$ cat src/scf_pkg.sv
package scf_pkg;
   // register map (word index; byte address = 4 x index)
   localparam logic [3:0] ADDR_CARD_MODE = 4'h0;
   localparam logic [3:0] ADDR_STATUS = 4'h1;
   localparam logic [3:0] ADDR_CONTROL = 4'h2;
   localparam logic [3:0] ADDR_TX_DATA = 4'h3;
   localparam logic [3:0] ADDR_RX_DATA = 4'h4;
   localparam logic [3:0] ADDR_IRQ_STAT = 4'h5;
   localparam logic [3:0] ADDR_IRQ_MASK = 4'h6;
   localparam logic [3:0] ADDR_MODE = 4'h7;
   // card mode register fields
   localparam int CM_CARD_MODE_SELECT = 0;
   localparam int CM_INV = 2;
   localparam int CM_DIR = 3;
   localparam logic [7:0] CM_FIXED_ONES = 8'hF2;
   localparam logic [7:0] CM_RESET = 8'hF2;
   // status register fields
   localparam int ST_TRANSMIT_DATA_EMPTY = 7;
   localparam int ST_ERS = 4;
   localparam int ST_TRANSMIT_END_FLAG = 2;
   localparam int ST_MPB = 1;
   localparam int ST_MULTIPROC_TX_BIT = 0;
   // control register fields
   localparam int CT_TE = 5;
   localparam int CT_EPS = 3;
   // mode register fields
   localparam int MD_GM = 7;
   localparam int MD_BLK = 6;
   localparam int MD_7BIT = 5;
   // interrupt bits
   localparam int IRQ_TRANSMIT_END_FLAG = 0;
   localparam int IRQ_ERS = 1;
   // timing in tenths of an etu; etu length in clock cycles
   localparam int TRANSMIT_END_FLAG_DLY_STD_X10 = 25;
   localparam int TRANSMIT_END_FLAG_DLY_BLK_X10 = 15;
   localparam int TRANSMIT_END_FLAG_DLY_GM_X10 = 10;
   localparam int ETU_CYCLES = 40;
   typedef enum logic [1:0] {
      TX_IDLE = 2'b00,
      TX_WAIT = 2'b01,
      TX_SHIFT = 2'b10
   } scf_tx_state_t;
endpackage : scf_pkg

$ cat src/scf_bit_format.sv
module scf_bit_format
   import scf_pkg::*;
(
   // format controls
   input wire logic i_msb_first,
   input wire logic i_invert,
   input wire logic i_seven_bit,
   // data
   input wire logic [7:0] i_data,
   output logic [7:0] o_data
);
   logic [7:0] inv;
   logic [7:0] rev;
   // inversion touches data bits only; parity is framed elsewhere
   assign inv = i_invert ? ~i_data : i_data;
   genvar g;
   generate
      for (g = 0; g < 8; g++) begin : g_rev
         assign rev[g] = inv[7 - g];
      end
   endgenerate
   // 7-bit format ignores order select
   assign o_data = (i_msb_first && !i_seven_bit) ? rev : inv;
endmodule : scf_bit_format

$ cat src/scf_smartcard_format_transmit_end_flag.sv
// Overview of operation
// - transmit_end_flag set means no card error and next byte may be loaded.
// - transmit_end_flag forced to 1 while transmit enable and error control both 0.
// - transmit_end_flag set after delay from start if error status 0 and data empty 1.
// - delay 2.5 etu standard, 1.5 etu block, 1.0 etu guard mode.
// - transmit_end_flag cleared when 0 written to data empty after reading it as 1.
// - received multiprocessor bit unused in card mode, reads 0.
// - card mode bits 7..4 and 1 read 1, writes ignored.
// - bit order select 0 sends lsb first, 1 sends msb first.
// - order select only for 8-bit format; 7-bit always lsb first.
// - invert select inverts transmit and receive data.
// - inversion leaves parity untouched; software flips parity select.
// - card mode select 1 enables smart card mode.
// - error status set when a low error signal is sampled.
module scf_smartcard_format_transmit_end_flag
   import scf_pkg::*;
#(
   parameter int ETU = scf_pkg::ETU_CYCLES
) (
   // clock and reset
   input wire logic i_sys_clk,
   input wire logic i_rst_n,
   // register port
   input wire logic [3:0] i_addr,
   input wire logic [7:0] i_wdata,
   input wire logic i_wr,
   input wire logic i_rd,
   output logic [7:0] o_rdata,
   // card line
   input wire logic i_card_io,
   output logic o_card_io,
   output logic o_card_io_oe,
   // receive path from framing logic
   input wire logic i_rx_valid,
   input wire logic [7:0] i_rx_raw,
   // interrupt
   output logic o_irq
);
   logic [7:0] card_mode_ff;
   logic [7:0] ctrl_ff;
   logic [7:0] mode_ff;
   logic [7:0] tx_data_ff;
   logic [7:0] rx_data_ff;
   logic [7:0] shift_ff;
   logic [1:0] irq_stat_ff;
   logic [1:0] irq_mask_ff;
   logic transmit_data_empty_ff;
   logic transmit_end_flag_ff;
   logic ers_ff;
   logic multiproc_tx_bit_ff;
   logic transmit_data_empty_seen_ff;
   logic ers_seen_ff;
   logic [7:0] rdata_ff;
   logic io_s1_ff;
   logic io_s2_ff;
   logic io_ff;
   logic oe_ff;
   scf_tx_state_t state_ff;
   logic [15:0] etu_cnt_ff;
   logic [15:0] start_cnt_ff;
   logic start_run_ff;
   logic [3:0] bit_cnt_ff;
   logic [7:0] tx_fmt;
   logic [7:0] rx_fmt;
   logic card_mode_select;
   logic te;
   logic error_signal_control_bit;
   logic seven;
   logic etu_tick;
   logic transmit_end_flag_hit;
   logic transmit_data_empty_clr;
   logic ers_clr;
   logic ers_set;
   logic load;
   logic [15:0] transmit_end_flag_dly;

   assign card_mode_select = card_mode_ff[CM_CARD_MODE_SELECT];
   assign te = ctrl_ff[CT_TE];
   assign error_signal_control_bit = ctrl_ff[CT_EPS];
   assign seven = mode_ff[MD_7BIT];

   scf_bit_format u_tx_fmt (
      .i_msb_first(card_mode_ff[CM_DIR]),
      .i_invert(card_mode_ff[CM_INV]),
      .i_seven_bit(seven),
      .i_data(tx_data_ff),
      .o_data(tx_fmt)
   );

   scf_bit_format u_rx_fmt (
      .i_msb_first(card_mode_ff[CM_DIR]),
      .i_invert(card_mode_ff[CM_INV]),
      .i_seven_bit(seven),
      .i_data(i_rx_raw),
      .o_data(rx_fmt)
   );

   // delay in cycles, tenths of etu rounded up
   always_comb begin
      if (mode_ff[MD_GM]) begin
         transmit_end_flag_dly = 16'((TRANSMIT_END_FLAG_DLY_GM_X10 * ETU + 9) / 10);
      end else if (mode_ff[MD_BLK]) begin
         transmit_end_flag_dly = 16'((TRANSMIT_END_FLAG_DLY_BLK_X10 * ETU + 9) / 10);
      end else begin
         transmit_end_flag_dly = 16'((TRANSMIT_END_FLAG_DLY_STD_X10 * ETU + 9) / 10);
      end
   end

   // flag clears need a prior read of the flag as 1
   assign transmit_data_empty_clr = i_wr && (i_addr == ADDR_STATUS) && !i_wdata[ST_TRANSMIT_DATA_EMPTY] && transmit_data_empty_seen_ff;
   assign ers_clr = i_wr && (i_addr == ADDR_STATUS) && !i_wdata[ST_ERS] && ers_seen_ff;
   assign load = (state_ff == TX_IDLE) && card_mode_select && te && !transmit_data_empty_ff;
   assign etu_tick = (etu_cnt_ff == 16'(ETU - 1));
   assign transmit_end_flag_hit = start_run_ff && (start_cnt_ff == transmit_end_flag_dly - 16'h0001);
   // error signal sampled low during guard window after the byte; the first two
   // cycles are skipped because the synchroniser still shows our own last bit
   assign ers_set = card_mode_select && (state_ff == TX_WAIT) && (etu_cnt_ff > 16'h0001) && !io_s2_ff;

   // two-flop synchroniser for card line
   always_ff @(posedge i_sys_clk or negedge i_rst_n) begin
      if (!i_rst_n) begin
         io_s1_ff <= 1'b1;
         io_s2_ff <= 1'b1;
      end else begin
         io_s1_ff <= i_card_io;
         io_s2_ff <= io_s1_ff;
      end
   end

   always_ff @(posedge i_sys_clk or negedge i_rst_n) begin
      if (!i_rst_n) begin
         card_mode_ff <= CM_RESET;
         ctrl_ff <= 8'h00;
         mode_ff <= 8'h00;
         tx_data_ff <= 8'h00;
         irq_mask_ff <= 2'h0;
         multiproc_tx_bit_ff <= 1'b0;
      end else if (i_wr) begin
         unique case (i_addr)
            ADDR_CARD_MODE: card_mode_ff <= i_wdata | CM_FIXED_ONES;
            ADDR_CONTROL: ctrl_ff <= i_wdata;
            ADDR_MODE: mode_ff <= i_wdata;
            ADDR_TX_DATA: tx_data_ff <= i_wdata;
            ADDR_IRQ_MASK: irq_mask_ff <= i_wdata[1:0];
            // software must keep this 0 in card mode
            ADDR_STATUS: multiproc_tx_bit_ff <= i_wdata[ST_MULTIPROC_TX_BIT];
            default: begin
            end
         endcase
      end
   end

   // read-then-clear arming
   always_ff @(posedge i_sys_clk or negedge i_rst_n) begin
      if (!i_rst_n) begin
         transmit_data_empty_seen_ff <= 1'b0;
         ers_seen_ff <= 1'b0;
      end else if (i_rd && i_addr == ADDR_STATUS) begin
         transmit_data_empty_seen_ff <= transmit_data_empty_ff;
         ers_seen_ff <= ers_ff;
      end else if (i_wr && i_addr == ADDR_STATUS) begin
         transmit_data_empty_seen_ff <= 1'b0;
         ers_seen_ff <= 1'b0;
      end
   end

   always_ff @(posedge i_sys_clk or negedge i_rst_n) begin
      if (!i_rst_n) begin
         transmit_data_empty_ff <= 1'b1;
      end else if (!te || load) begin
         transmit_data_empty_ff <= 1'b1;
      end else if (transmit_data_empty_clr) begin
         transmit_data_empty_ff <= 1'b0;
      end
   end

   // set beats clear so a late event is not lost
   always_ff @(posedge i_sys_clk or negedge i_rst_n) begin
      if (!i_rst_n) begin
         transmit_end_flag_ff <= 1'b1;
      end else if (!te && !error_signal_control_bit) begin
         transmit_end_flag_ff <= 1'b1;
      end else if (transmit_end_flag_hit && !ers_ff && transmit_data_empty_ff) begin
         transmit_end_flag_ff <= 1'b1;
      end else if (transmit_data_empty_clr) begin
         transmit_end_flag_ff <= 1'b0;
      end
   end

   always_ff @(posedge i_sys_clk or negedge i_rst_n) begin
      if (!i_rst_n) begin
         ers_ff <= 1'b0;
      end else if (ers_set) begin
         ers_ff <= 1'b1;
      end else if (ers_clr) begin
         ers_ff <= 1'b0;
      end
   end

   always_ff @(posedge i_sys_clk or negedge i_rst_n) begin
      if (!i_rst_n) begin
         rx_data_ff <= 8'h00;
      end else if (i_rx_valid && card_mode_select) begin
         rx_data_ff <= rx_fmt;
      end
   end

   // etu counter restarts at transmission start
   always_ff @(posedge i_sys_clk or negedge i_rst_n) begin
      if (!i_rst_n) begin
         etu_cnt_ff <= 16'h0000;
      end else if (load || etu_tick) begin
         etu_cnt_ff <= 16'h0000;
      end else begin
         etu_cnt_ff <= etu_cnt_ff + 16'h0001;
      end
   end

   // start-to-transmit_end_flag counter; delay measured from the start bit
   always_ff @(posedge i_sys_clk or negedge i_rst_n) begin
      if (!i_rst_n) begin
         start_cnt_ff <= 16'h0000;
         start_run_ff <= 1'b0;
      end else if (load) begin
         start_cnt_ff <= 16'h0000;
         start_run_ff <= 1'b1;
      end else if (transmit_end_flag_hit) begin
         start_run_ff <= 1'b0;
      end else if (start_run_ff) begin
         start_cnt_ff <= start_cnt_ff + 16'h0001;
      end
   end

   // simple transmit shifter: start bit, data bits, then error window
   always_ff @(posedge i_sys_clk or negedge i_rst_n) begin
      if (!i_rst_n) begin
         state_ff <= TX_IDLE;
         shift_ff <= 8'h00;
         bit_cnt_ff <= 4'h0;
         io_ff <= 1'b1;
         oe_ff <= 1'b0;
      end else begin
         unique case (state_ff)
            TX_IDLE: begin
               oe_ff <= 1'b0;
               io_ff <= 1'b1;
               if (load) begin
                  shift_ff <= tx_fmt;
                  bit_cnt_ff <= seven ? 4'h7 : 4'h8;
                  io_ff <= 1'b0;
                  oe_ff <= 1'b1;
                  state_ff <= TX_SHIFT;
               end
            end
            TX_SHIFT: begin
               if (etu_tick) begin
                  if (bit_cnt_ff == 4'h0) begin
                     oe_ff <= 1'b0;
                     io_ff <= 1'b1;
                     state_ff <= TX_WAIT;
                  end else begin
                     io_ff <= shift_ff[0];
                     shift_ff <= {1'b0, shift_ff[7:1]};
                     bit_cnt_ff <= bit_cnt_ff - 4'h1;
                  end
               end
            end
            TX_WAIT: begin
               if (etu_tick) begin
                  state_ff <= TX_IDLE;
               end
            end
            default: state_ff <= TX_IDLE;
         endcase
      end
   end

   // sticky interrupt status, write one to clear, set wins
   always_ff @(posedge i_sys_clk or negedge i_rst_n) begin
      if (!i_rst_n) begin
         irq_stat_ff <= 2'h0;
      end else begin
         for (int k = 0; k < 2; k++) begin
            if ((k == IRQ_TRANSMIT_END_FLAG && transmit_end_flag_hit && !ers_ff && transmit_data_empty_ff) || (k == IRQ_ERS && ers_set)) begin
               irq_stat_ff[k] <= 1'b1;
            end else if (i_wr && i_addr == ADDR_IRQ_STAT && i_wdata[k]) begin
               irq_stat_ff[k] <= 1'b0;
            end
         end
      end
   end

   always_ff @(posedge i_sys_clk or negedge i_rst_n) begin
      if (!i_rst_n) begin
         rdata_ff <= 8'h00;
      end else if (i_rd) begin
         unique case (i_addr)
            ADDR_CARD_MODE: rdata_ff <= card_mode_ff | CM_FIXED_ONES;
            // multiprocessor receive bit reads 0 in card mode
            ADDR_STATUS: rdata_ff <= {transmit_data_empty_ff, 2'b00, ers_ff, 1'b0, transmit_end_flag_ff, 1'b0, multiproc_tx_bit_ff};
            ADDR_CONTROL: rdata_ff <= ctrl_ff;
            ADDR_TX_DATA: rdata_ff <= tx_data_ff;
            ADDR_RX_DATA: rdata_ff <= rx_data_ff;
            ADDR_IRQ_STAT: rdata_ff <= {6'h00, irq_stat_ff};
            ADDR_IRQ_MASK: rdata_ff <= {6'h00, irq_mask_ff};
            ADDR_MODE: rdata_ff <= mode_ff;
            default: rdata_ff <= 8'h00;
         endcase
      end else begin
         rdata_ff <= 8'h00;
      end
   end

   assign o_rdata = rdata_ff;
   assign o_card_io = io_ff;
   assign o_card_io_oe = oe_ff;
   assign o_irq = |(irq_stat_ff & irq_mask_ff);
endmodule : scf_smartcard_format_transmit_end_flag

$ cat config.mk
export PLATFORM = sky130hd
export DESIGN_NAME = scf_smartcard_format_transmit_end_flag
export DESIGN_NICKNAME = d
export VERILOG_FILES = /design/src/scf_pkg.sv /design/src/scf_bit_format.sv /design/src/scf_smartcard_format_transmit_end_flag.sv
export SDC_FILE = /design/constraint.sdc
export NUM_CORES = 1
export LEC_CHECK = 0
export ABC_CLOCK_PERIOD_IN_PS = 3000
export BUFFER_PORTS_ARGS = -buffer_cell sky130_fd_sc_hd__buf_4
export CORE_MARGIN = 2
export CORE_UTILIZATION = 45
export CTS_CLUSTER_DIAMETER = 80
export DETAILED_ROUTE_END_ITERATION = 10
export PLACE_DENSITY = 0.65
export SYNTH_ARGS = -nofsm -noshare
export SYNTH_HDL_FRONTEND = slang
export SYNTH_SLANG_ARGS = --single-unit
$ cat constraint.sdc
create_clock -name i_sys_clk -period 3 [get_ports i_sys_clk]
set_clock_uncertainty 0.1 [all_clocks]
set_input_delay 0.3 -clock i_sys_clk [delete_from_list [all_inputs] [get_ports i_sys_clk]]
set_output_delay 0.3 -clock i_sys_clk [all_outputs]
set_load 0.01 [all_outputs]
---- Yosys cells after proc, flatten, opt, wreduce, memory -nomap -nowiden ----
Cells that the tools add are included.
storage, ports and cells
  bits of input ports ..................... 26
  output and inout bits ................... 11
  flip-flop bits (word level) ............. 104
  logic and storage cells ................. 154
cells by class
  order comparisons ....................... 1
  bitwise logic cells ..................... 3
  reductions and logical operators ........ 55
  eq/ne operators ......................... 17
  mux-type cells .......................... 49
  $add $sub $neg .......................... 4
operators with widths
  cell                                                   number
  two-way mux 16 bit                                     5
  two-way mux 8 bit                                      8
  case mux 8 bit (8 select lines)                        1
  adder 16 x 1 -> 16 bit (second input constant)         2
  logical AND 1 bit                                      21
  two-way mux 1 bit                                      21
  equality test 16 bit                                   1
  equality test 16 x 6 -> 1 bit (second input constant)  1
  equality test 4 x 3 -> 1 bit (second input constant)   4
  > comparator 16 x 1 -> 1 bit (second input constant)   1
  two-way mux 4 bit                                      4
  inverter 8 bit                                         2
  case mux 8 bit (2 select lines)                        1
  AND reduction 2 bit                                    8
  nonzero test 2 bit                                     8
  subtractor 16 x 1 -> 16 bit (second input constant)    1
  != test 2 bit (second input constant)                  5
  equality test 4 x 2 -> 1 bit (second input constant)   2
  logical NOT 1 bit                                      8
  logical NOT 4 bit                                      2
  two-way mux 2 bit                                      4
  case mux 4 bit (2 select lines)                        1
  AND reduction 4 bit                                    2
  two-way mux 7 bit                                      1
  other kinds (13)                                       15

---- Depth between registers and ports, before layout ----
Gate-level depths: netlist of the first run.
  depth in word-level cells ............... 9
  gate-level depth with buffers ........... 8
  mapped depth without buffers ............ 7

---- Cells and area by module ----
A second synthesis of the first run with hierarchy kept.
unflattened totals
  cells, all modules ...................... 502
  area total of the unflattened synthesis .. 5325.1 um2
modules (own cells, without submodules)
  module                                  seq. area each (um2)  cells an instance  area an instance (um2)  instances
  scf_smartcard_format_transmit_end_flag  2608.8                460                4972.3                  1
  scf_bit_format                          0.0                   21                 176.4                   2

---- Least setup slack after synthesis of the first run ----
Ideal clock, no wire load.
  path type ............................... flip-flop to flip-flop
  start ................................... reg start_cnt_ff[0]
  end ..................................... reg start_cnt_ff[1]
  setup slack ............................. 0.918 ns
  arrival time ............................ 1.850 ns
  data required time ...................... 2.768 ns
  period minus slack after synthesis ...... 2.082 ns
  buffers on the path ..................... 2
  cell stages (with the launch flop) ...... 9
  library setup time ...................... 0.132 ns
  cell sequence ........................... dfrtp_1 > ha_1 > inv_1 > or3_2 > o31ai_4 > buf_6 > buf_8 > mux2i_1 > nor2_1
between the ends
  word-level cells in the longest chain between the ends .. 4
  elaborated cells between the ends (all ways) .. 8
  classes of those cells .................. add/sub (1); eq/ne (2); mux (3); reduce/logical (2)
ends and longest elaborated chain
  element                                                                RTL line                                                                                      text
  start: declaration                                                     scf_smartcard_format_transmit_end_flag.sv:60                                                  logic [15:0] start_cnt_ff;
  start signal: assignment                                               scf_smartcard_format_transmit_end_flag.sv:230                                                 start_cnt_ff <= start_cnt_ff + 16'h0001;
  adder 16 x 1 -> 16 bit / equality test 16 bit (equally long branches)  scf_smartcard_format_transmit_end_flag.sv:230, scf_smartcard_format_transmit_end_flag.sv:114
  two-way mux 16 bit / logical AND 1 bit (equally long branches)         scf_smartcard_format_transmit_end_flag.sv:229, scf_smartcard_format_transmit_end_flag.sv:114
  two-way mux 16 bit / != test 2 x 1 -> 1 bit (equally long branches)    --
  two-way mux 16 bit / AND reduction 2 bit (equally long branches)       --
Parallel ways exist; a longest one is shown, timed or not. The select of a mux whose other input is x is not followed.
A chain may end at the register's enable or synchronous reset.

---- Final worst setup path of the first run ----
  start ................................... reg start_cnt_ff[0]
  end ..................................... reg transmit_end_flag_ff
between the ends
  word-level cells in the longest chain between the ends .. 6
  elaborated cells between the ends (all ways) .. 7
  classes of those cells .................. eq/ne (1); mux (2); reduce/logical (4)
ends and longest elaborated chain
  element                           RTL line                                       text
  equality test 16 bit *            scf_smartcard_format_transmit_end_flag.sv:114  assign transmit_end_flag_hit = start_run_ff && (start_cnt_ff == transmit_end_flag_dly - 16'h0001);
  logical AND 1 bit *               scf_smartcard_format_transmit_end_flag.sv:114
  logical AND 1 bit * (2 in a row)  scf_smartcard_format_transmit_end_flag.sv:183  end else if (transmit_end_flag_hit && !ers_ff && transmit_data_empty_ff) begin
  two-way mux 1 bit                 scf_smartcard_format_transmit_end_flag.sv:183
  two-way mux 1 bit                 scf_smartcard_format_transmit_end_flag.sv:181  end else if (!te && !error_signal_control_bit) begin
  end signal: assignment            scf_smartcard_format_transmit_end_flag.sv:180  transmit_end_flag_ff <= 1'b1;
  end signal: assignment            scf_smartcard_format_transmit_end_flag.sv:182  transmit_end_flag_ff <= 1'b1;
  end signal: assignment            scf_smartcard_format_transmit_end_flag.sv:184  transmit_end_flag_ff <= 1'b1;
  end: declaration                  scf_smartcard_format_transmit_end_flag.sv:48   logic transmit_end_flag_ff;
Every way passes the cells marked *; elsewhere a longest branch is shown, timed or not.

==> impl_metrics.tcl, run 1 <==
set metrics [dict create \
    synth_nets 541 \
    ys_warn_count 0 \
    syn-cell-area_sq_um 5250 \
    die_x_microns 112 \
    yosys-mux-area-fraction_pct 9.87 \
    cts_tree "built" \
    layout_commonest_cell "dfrtp_1" \
    diodes 0 \
    synth-simple-area-share_pct 18.3 \
    synth-main-ff-cell "dfrtp_1" \
    core_area_sq_um 11400 \
    dieArea_sq_um 12500 \
    start_kind "flip-flop" \
    ir_drop_uv 341 \
    design_power_total_mw 3.57 \
    crit_required_ps 3170 \
    dp_hpwl_mm 8.03 \
    drtIter0Drc 308 \
    utilization_pct 52.2 \
    area_delta_synth_final_pct 13.7 \
    rsz0062_at_grt "false" \
    period_share_pct 71.5 \
    io_buffers 36 \
    synth_xor_area_share_pct 4.84 \
    reg2reg_depth 5 \
    drv_slew 0 \
    multiInputGateArea_sq_um 2460 \
    root_buffer "clkbuf_16" \
    io_pins 37 \
    arrival_ps 2320 \
    worst_hold_path.endpoint "ctrl_ff[5]" \
    vias_per_cell 5.63 \
    synth_compound_area_share_pct 12.6 \
    synth_seq_cells 104 \
    r2r-end "transmit_end_flag_ff" \
    status "finished, final reports clean" \
    power_density_nw_per_um2 598 \
    place_congestion 0.851 \
    clock_latency_ps 360 \
    synth-edff-count 0 \
    start_util_pct 46.0 \
    min_from "i_wdata[5]" \
    cts_buffer_depth 2 \
    synth.distinct_cells 58 \
    antenna_found_initial 0 \
    dp_cells 676 \
    final_cell_mix "dfrtp_1 (99), nand2_1 (58), buf_4 (46)" \
    clk_pin_slew_ps 70 \
    critical_path_peak_fanout 4 \
    vias 3907 \
    drive_above_1_share_pct 19.6 \
    path_class "reg2reg" \
    routed_wl_mm 11.5 \
    regArea_sq_um 2610 \
    fill_cells 1066 \
    wl_per_cell_microns 16.6 \
    grt_usage_pct 19.7 \
    fmax_mhz 466 \
    whs_ps 107 \
    syn_inst 510 \
    cts_buffers 9 \
    cts.sinks 104 \
    fin_crit_ps 2150 \
    drc_errors 0 \
    crit_path_end_kind "flip-flop" \
    seq_area_frac_synth_pct 49.7 \
    synth_top_family_by_area "simple AND/OR/NAND/NOR gates" \
    grt_pass1_wl_mm 19.6 \
    nets 577 \
    p_leak_nw 2.64 \
    fin_cells 694 \
    whs_path_depth 2 \
    syn_area_per_cell_sq_um 10.3 \
    grt_start_max_net_pins 59 \
    htree_levels 3 \
    r2r-start "start_cnt_ff[0]" \
    num_rows 39 \
    firstDrtPassIters 5 \
    worst_pin_slew_ps 860 \
    fin_tns_setup_ps 0 \
    finalHoldViolCount 0 \
    die_h_microns 112 \
    relSlewSlack_pct 42.6 \
    ant_nets 0 \
    first_global_vias 3854 \
    overflow 0 \
    drv_cap 0 \
    reg2reg_slack_ps 850 \
    async_flop_share_pct 100 \
    hold_path.class "in2reg" \
    setup_viol 0 \
    cts_setup_buffers 0 \
    synthAdderAreaFrac_pct 1.19 \
]
[cell families after synthesis]
logic type | Yosys count
buf+inv | 37
compound gates | 102
xor+xnor | 29
flops | 104
fa+ha+maj | 5
mux | 48
simple gates | 185
[sequential cells by signal, summed over array words and instances (netlist names), 2 cells and up]
| signal | count |
|---|---|
| irq_stat_ff | 2 |
| rx_data_ff | 8 |
| shift_ff | 8 |
| irq_mask_ff | 2 |
| o_rdata | 8 |
| ctrl_ff | 8 |
| tx_data_ff | 8 |
| bit_cnt_ff | 4 |
| state_ff | 2 |
| mode_ff | 8 |
| card_mode_ff | 3 |
| etu_cnt_ff | 16 |
| start_cnt_ff | 16 |
[cell type report]
type / count / share of cell area, %
multi-input combinational: 369 / 41.3
clock buffer: 12 / 3.96
timing repair buffer: 49 / 6.46
inverter: 13 / 0.818
sequential: 104 / 43.7
tap: 143 / 3.00
clock inverter: 4 / 0.755
[report_power, final]
group	internal, mW	switching [mW]
registers	1.60	0.200
clock network	0.644	0.509
logic	0.320	0.295
total	2.57	1.00
[worst max-delay path, cell delays in order, from the launching register on]
cell and delay (ps):
dfrtp_1 390, ha_1 170, inv_1 60, or3_2 530, or4_2 680, o211ai_1 130
[worst max path at each step]
stage | startpoint | to | slack (ps) | cells past startpoint
after CTS | start_cnt_ff[0] | transmit_end_flag_ff | 860 | 5
final | start_cnt_ff[0] | transmit_end_flag_ff | 850 | 5
after global routing | etu_cnt_ff[12] | shift_ff[3] | 680 | 6
after global placement | start_cnt_ff[0] | transmit_end_flag_ff | 920 | 5
after detailed placement | start_cnt_ff[0] | transmit_end_flag_ff | 870 | 5
after floorplan | start_cnt_ff[0] | start_cnt_ff[1] | 920 | 8
[synth_stat cells, drive strengths merged (8+ instances only)]
master	number	area, sq um
clkbuf	11	51.3
a21oi	25	136
mux2i	18	180
nor2	32	120
xor2	12	105
mux2	30	338
xnor2	17	149
nor4	8	56.3
nand2	59	224
or3	14	88.8
a31oi	15	93.8
buf	13	83.8
nand3	17	85.1
o21ai	30	150
a22oi	10	75.1
nor3	8	45.0
dfrtp	99	2480
inv	13	48.8
[routing by layer]
layer | GRT usage [%] | part of all wire, %
met5 | 0 | 0
met4 | 8.62 | 1.4
met3 | 3.43 | 3.2
met2 | 31.4 | 48
met1 | 26.7 | 47
[through the flow]
stage | setup WS, ps | area, sq um
final | 854 | 5970
after global routing | 680 | 5970
after CTS | 863 | 5970
after detailed placement | 872 | 5660
after global placement | 918 | 5660
after floorplan | 918 | 5250
[repair_timing]
action                                 CTS  global route
resized for setup                        0             0
hold buffers                             2             0
endpoints found under the hold margin   43             0
Note: power is estimated with default switching activity, not from simulation.
==> run 2: changes to the inputs <==
- ABC_CLOCK_PERIOD_IN_PS: 3000 -> 2200
- clock period: 3 -> 2.2 ns (I/O delays scaled with it)
==> run 2 against run 1 <==
Compared with the run above:
- total power grew 40%
- final area grew 2.1%
- clock power grew 47%
- sequential power grew 35%
- register-to-register slack lost 800 ps
- sequential cell count is the same
- non-clock buffer count grew 12
- clock-buffer cell count shrank 1
- critical path depth grew 1
- worst setup slack lost 800 ps
==> impl_metrics.tcl, run 2 (synthesis gave the netlist of run 1 again) <==
set metrics [dict create \
    root_buffer "clkbuf_16" \
    drv_cap 0 \
    grt_start_max_net_pins 39 \
    whs_path_depth 2 \
    design_power_total_mw 5.02 \
    status "finished, final reports clean" \
    drtIter0Drc 246 \
    final_cell_mix "dfrtp_1 (99), nand2_1 (58), buf_4 (58)" \
    cts_buffer_depth 2 \
    cp_cell_sequence "and3b_1 -> o311ai_2 -> o31ai_4 -> buf_4 -> or4_1 -> a21oi_1" \
    biggestRegsByFlops "etu_cnt_ff x16, start_cnt_ff x16" \
    grt_pass1_wl_mm 20.3 \
    finalHoldViolCount 0 \
    dieArea_sq_um 12500 \
    nets 589 \
    whs_ps 24.8 \
    max_stage_delay_ps 500 \
    arrival_ps 2330 \
    grt_usage_pct 20.3 \
    diodes 0 \
    die_h_microns 112 \
    crit_family "simple AND/OR/NAND/NOR gates" \
    relSlewSlack_pct 48.7 \
    cts.sinks 104 \
    antenna_found_initial 0 \
    fmax_mhz 466 \
    num_rows 39 \
    cp.depth 6 \
    ant_nets 0 \
    reg2reg_depth 6 \
    overflow 0 \
    die_x_microns 112 \
    htree_levels 3 \
    start_util_pct 46.0 \
    setup_viol 0 \
    worst_pin_slew_ps 759 \
    drc_errors 0 \
    io_buffers 36 \
    vias_per_cell 5.65 \
    place_congestion 0.864 \
    clk_pin_slew_ps 70 \
    cts_buffers 9 \
    crit_required_ps 2380 \
    hold_path.class "in2reg" \
    crit_path_end_kind "flip-flop" \
    fin_crit_ps 2150 \
    layout_commonest_cell "dfrtp_1" \
    period_share_pct 97.5 \
    start_kind "flip-flop" \
    crit_buf_inv 1 \
    io_pins 37 \
    firstDrtPassIters 6 \
    drv_slew 0 \
    p_leak_nw 2.72 \
    rsz0062_at_grt "true" \
    routed_wl_mm 11.9 \
    area_delta_synth_final_pct 16.0 \
    vias 3987 \
    reg2reg_slack_ps 50 \
    clock_latency_ps 360 \
    cts_tree "built" \
    cp_slowest_cell "or4_1" \
    first_global_vias 3996 \
    core_area_sq_um 11400 \
    critical_path_peak_fanout 15 \
    dp_hpwl_mm 8.48 \
    path_class "reg2reg" \
    wl_per_cell_microns 16.8 \
    power_density_nw_per_um2 824 \
    drive_above_1_share_pct 21.8 \
    ir_drop_uv 616 \
]
## run 2: area by class of cell
class                           instances  area [sq um]
Timing Repair Buffer                   61           475
Clock inverter                          5          61.3
Tap cell                              143           179
Sequential cell                       104          2610
Multi-Input combinational cell        369          2460
Fill cell                            1035          5330
Clock buffer                           11           253
Inverter                               13          48.8
## run 2: metrics by stage
step / worst slack (ps) / cell area [sq um] / std cells / util [%] / setup TNS, ps
global placement: 121 / 5730 / 685 / 50.2 / 0
finish: 54.0 / 6090 / 706 / 53.3 / 0
floorplan: 118 / 5250 / 510 / - / 0
detailed placement: 62.7 / 5730 / 685 / 50.2 / 0
global route: -50.8 / 6090 / 706 / 53.3 / -134
CTS: 44.2 / 6070 / 703 / 53.1 / 0
## run 2: path summary, 6_finish.rpt
| check | startpoint | endpoint |
|---|---|---|
| max in group asynchronous | i_rst_n | o_card_io |
| worst min-delay path | i_wdata[4] | ctrl_ff[4] |
| worst max register to register | mode_ff[7] | start_cnt_ff[15] |
| worst max-delay path | mode_ff[7] | start_cnt_ff[15] |
| min in group asynchronous | i_rst_n | start_cnt_ff[8] |
| worst min register to register | io_s1_ff | io_s2_ff |
## run 2: timing repair
action / 4_1_cts / 5_1_grt
setup buffers: 0 / 3
hold buffers: 2 / 0
setup endpoints to repair: 0 / 21
gates resized for setup: 0 / 0
hold endpoints to repair: 33 / 0
## run 2: power breakdown
part | internal, mW | total, mW | switching [mW]
clock network | 0.953 | 1.69 | 0.741
registers | 2.18 | 2.43 | 0.246
logic | 0.459 | 0.891 | 0.432
## run 2: layer usage
layer	share of wire (%)	global-route usage [%]	vias to the layer above
li1	-	-	1930
met1	46	26.6	1974
met2	49	33.6	70
met3	3.8	5.61	13
met4	1.5	5.04	0
met5	0	0	-
==> run 3: changes to the inputs <==
- RECOVER_POWER: not set -> 25
==> run 3 against run 2 <==
Compared with the run above:
- largest power group unchanged
- worst setup slack worse by 3.2 ps
- maximum frequency is 0.15% lower
- final cell count stayed put
- clock power hardly changed
- via count is 0.75% lower
==> impl_metrics.tcl, run 3 (synthesis gave the netlist of run 1 again) <==
set metrics [dict create \
    status "finished, final reports clean" \
    design_power_total_mw 5.01 \
    ant_nets 0 \
    hold_path.class "in2reg" \
    core_area_sq_um 11400 \
    crit_required_ps 2380 \
    nets 589 \
    io_pins 37 \
    p_leak_nw 2.71 \
    reg2reg_slack_ps 50 \
    routed_wl_mm 11.9 \
    arrival_ps 2330 \
    crit_path_end_kind "flip-flop" \
    grt_usage_pct 20.3 \
    cts_resized 0 \
    dieArea_sq_um 12500 \
    area_delta_synth_final_pct 15.6 \
    htree_levels 3 \
    cts_buffer_depth 2 \
    drive_above_1_share_pct 21.7 \
    cts_tree "built" \
    min_from "i_wdata[4]" \
    path_class "reg2reg" \
    clock_latency_ps 360 \
    place_congestion 0.864 \
    drv_slew 0 \
    drtIter0Drc 247 \
    worst_hold_path.endpoint "ctrl_ff[4]" \
    whs_path_depth 2 \
    placed_area_sq_um 5730 \
    rsz0062_at_grt "true" \
    firstDrtPassIters 4 \
    critical_path_peak_fanout 15 \
    clk_pin_slew_ps 70 \
    layout_commonest_cell "dfrtp_1" \
    antenna_found_initial 0 \
    dp_cells 685 \
    wl_per_cell_microns 16.8 \
    fmax_mhz 465 \
    r2r-end "start_cnt_ff[15]" \
    root_buffer "clkbuf_16" \
    design_area_sq_um 6070 \
    fin_tns_setup_ps 0 \
    drv_cap 0 \
    worst_pin_slew_ps 947 \
    cp_cell_sequence "and3b_1 -> o311ai_2 -> o31ai_4 -> buf_4 -> or4_1 -> a21oi_1" \
    grt_start_max_net_pins 39 \
    vias 3957 \
    multiInputGateArea_sq_um 2460 \
    fill_cells 1040 \
    finalHoldViolCount 0 \
    reg2reg_depth 6 \
    ir_drop_uv 616 \
    biggestRegsByFlops "etu_cnt_ff x16, start_cnt_ff x16" \
    cp_slowest_cell "or4_1" \
    regArea_sq_um 2610 \
    start_kind "flip-flop" \
    num_rows 39 \
    r2r-start "mode_ff[7]" \
    crit_family "simple AND/OR/NAND/NOR gates" \
    period_share_pct 97.7 \
    cts.sinks 104 \
    setup_viol 0 \
    fin_crit_ps 2150 \
    grt_pass1_wl_mm 20.3 \
    final_cell_mix "dfrtp_1 (99), nand2_1 (58), buf_4 (55)" \
    die_h_microns 112 \
    diodes 0 \
    first_global_vias 3996 \
    power_density_nw_per_um2 826 \
    crit_buf_inv 1 \
    fin_cells 706 \
    io_buffers 36 \
    overflow 0 \
    start_util_pct 46.0 \
    relSlewSlack_pct 36.9 \
    cts_buffers 9 \
    die_x_microns 112 \
    dp_hpwl_mm 8.48 \
    drc_errors 0 \
    max_stage_delay_ps 500 \
    vias_per_cell 5.60 \
]
-- run 3: cell types whose count changed in the layout (fill, tap and decap cells not counted), sizes merged --
cell / delta
clkbuf: +4
buf: -4
-- run 3: power breakdown --
part	leakage [nW]	switching (mW)	internal, mW
registers	1.36	0.246	2.18
clock network	0.157	0.740	0.953
logic	1.19	0.431	0.455
-- run 3: worst max path at each step --
stage                               start                   end  cells past startpoint
final                          mode_ff[7]      start_cnt_ff[15]                      6
after global routing           mode_ff[7]      start_cnt_ff[15]                      6
after CTS                      mode_ff[7]      start_cnt_ff[15]                      6
after detailed placement       mode_ff[7]      start_cnt_ff[15]                      6
after global placement    start_cnt_ff[0]  transmit_end_flag_ff                      5
after floorplan           start_cnt_ff[0]       start_cnt_ff[1]                      8
-- run 3: area by class of cell --
type | instances | share of cell area [%]
Sequential cell | 104 | 43.0
Multi-Input combinational cell | 369 | 40.6
Timing Repair Buffer | 61 | 7.49
Clock buffer | 11 | 4.17
Tap cell | 143 | 2.95
Clock inverter | 5 | 1.01
Inverter | 13 | 0.804
-- run 3: repair_timing --
item                                    in CTS  in global routing
endpoints found under the setup margin       0                 21
hold buffers                                 2                  0
endpoints found under the hold margin       33                  0
setup buffers                                0                  3
-- run 3: through the flow --
stage                     utilization [%]  worst slack [ps]  hold WS [ps]
after floorplan                         -               118          -176
final                                53.1              50.8          25.7
after global placement               50.2               121           127
after detailed placement             50.2              62.7           128
after CTS                            53.1              44.2          15.1
after global routing                 53.1             -50.8          12.9
-- run 3: worst register-to-register path: cells and delay by family, from the launching register on --
kind,cells,cell delay (ps)
AOI/OAI and AO/OA,3,620
and+or+nand+nor,2,720
DFF,1,440
buffers and inverters,1,180
-- run 3: routing by layer --
layer / up-vias / wire length, microns / track usage, %
li1: 1932 / - / -
met3: 10 / 478 / 5.61
met5: - / 0 / 0
met4: 0 / 141 / 5.04
met2: 71 / 5870 / 33.6
met1: 1944 / 5400 / 26.6
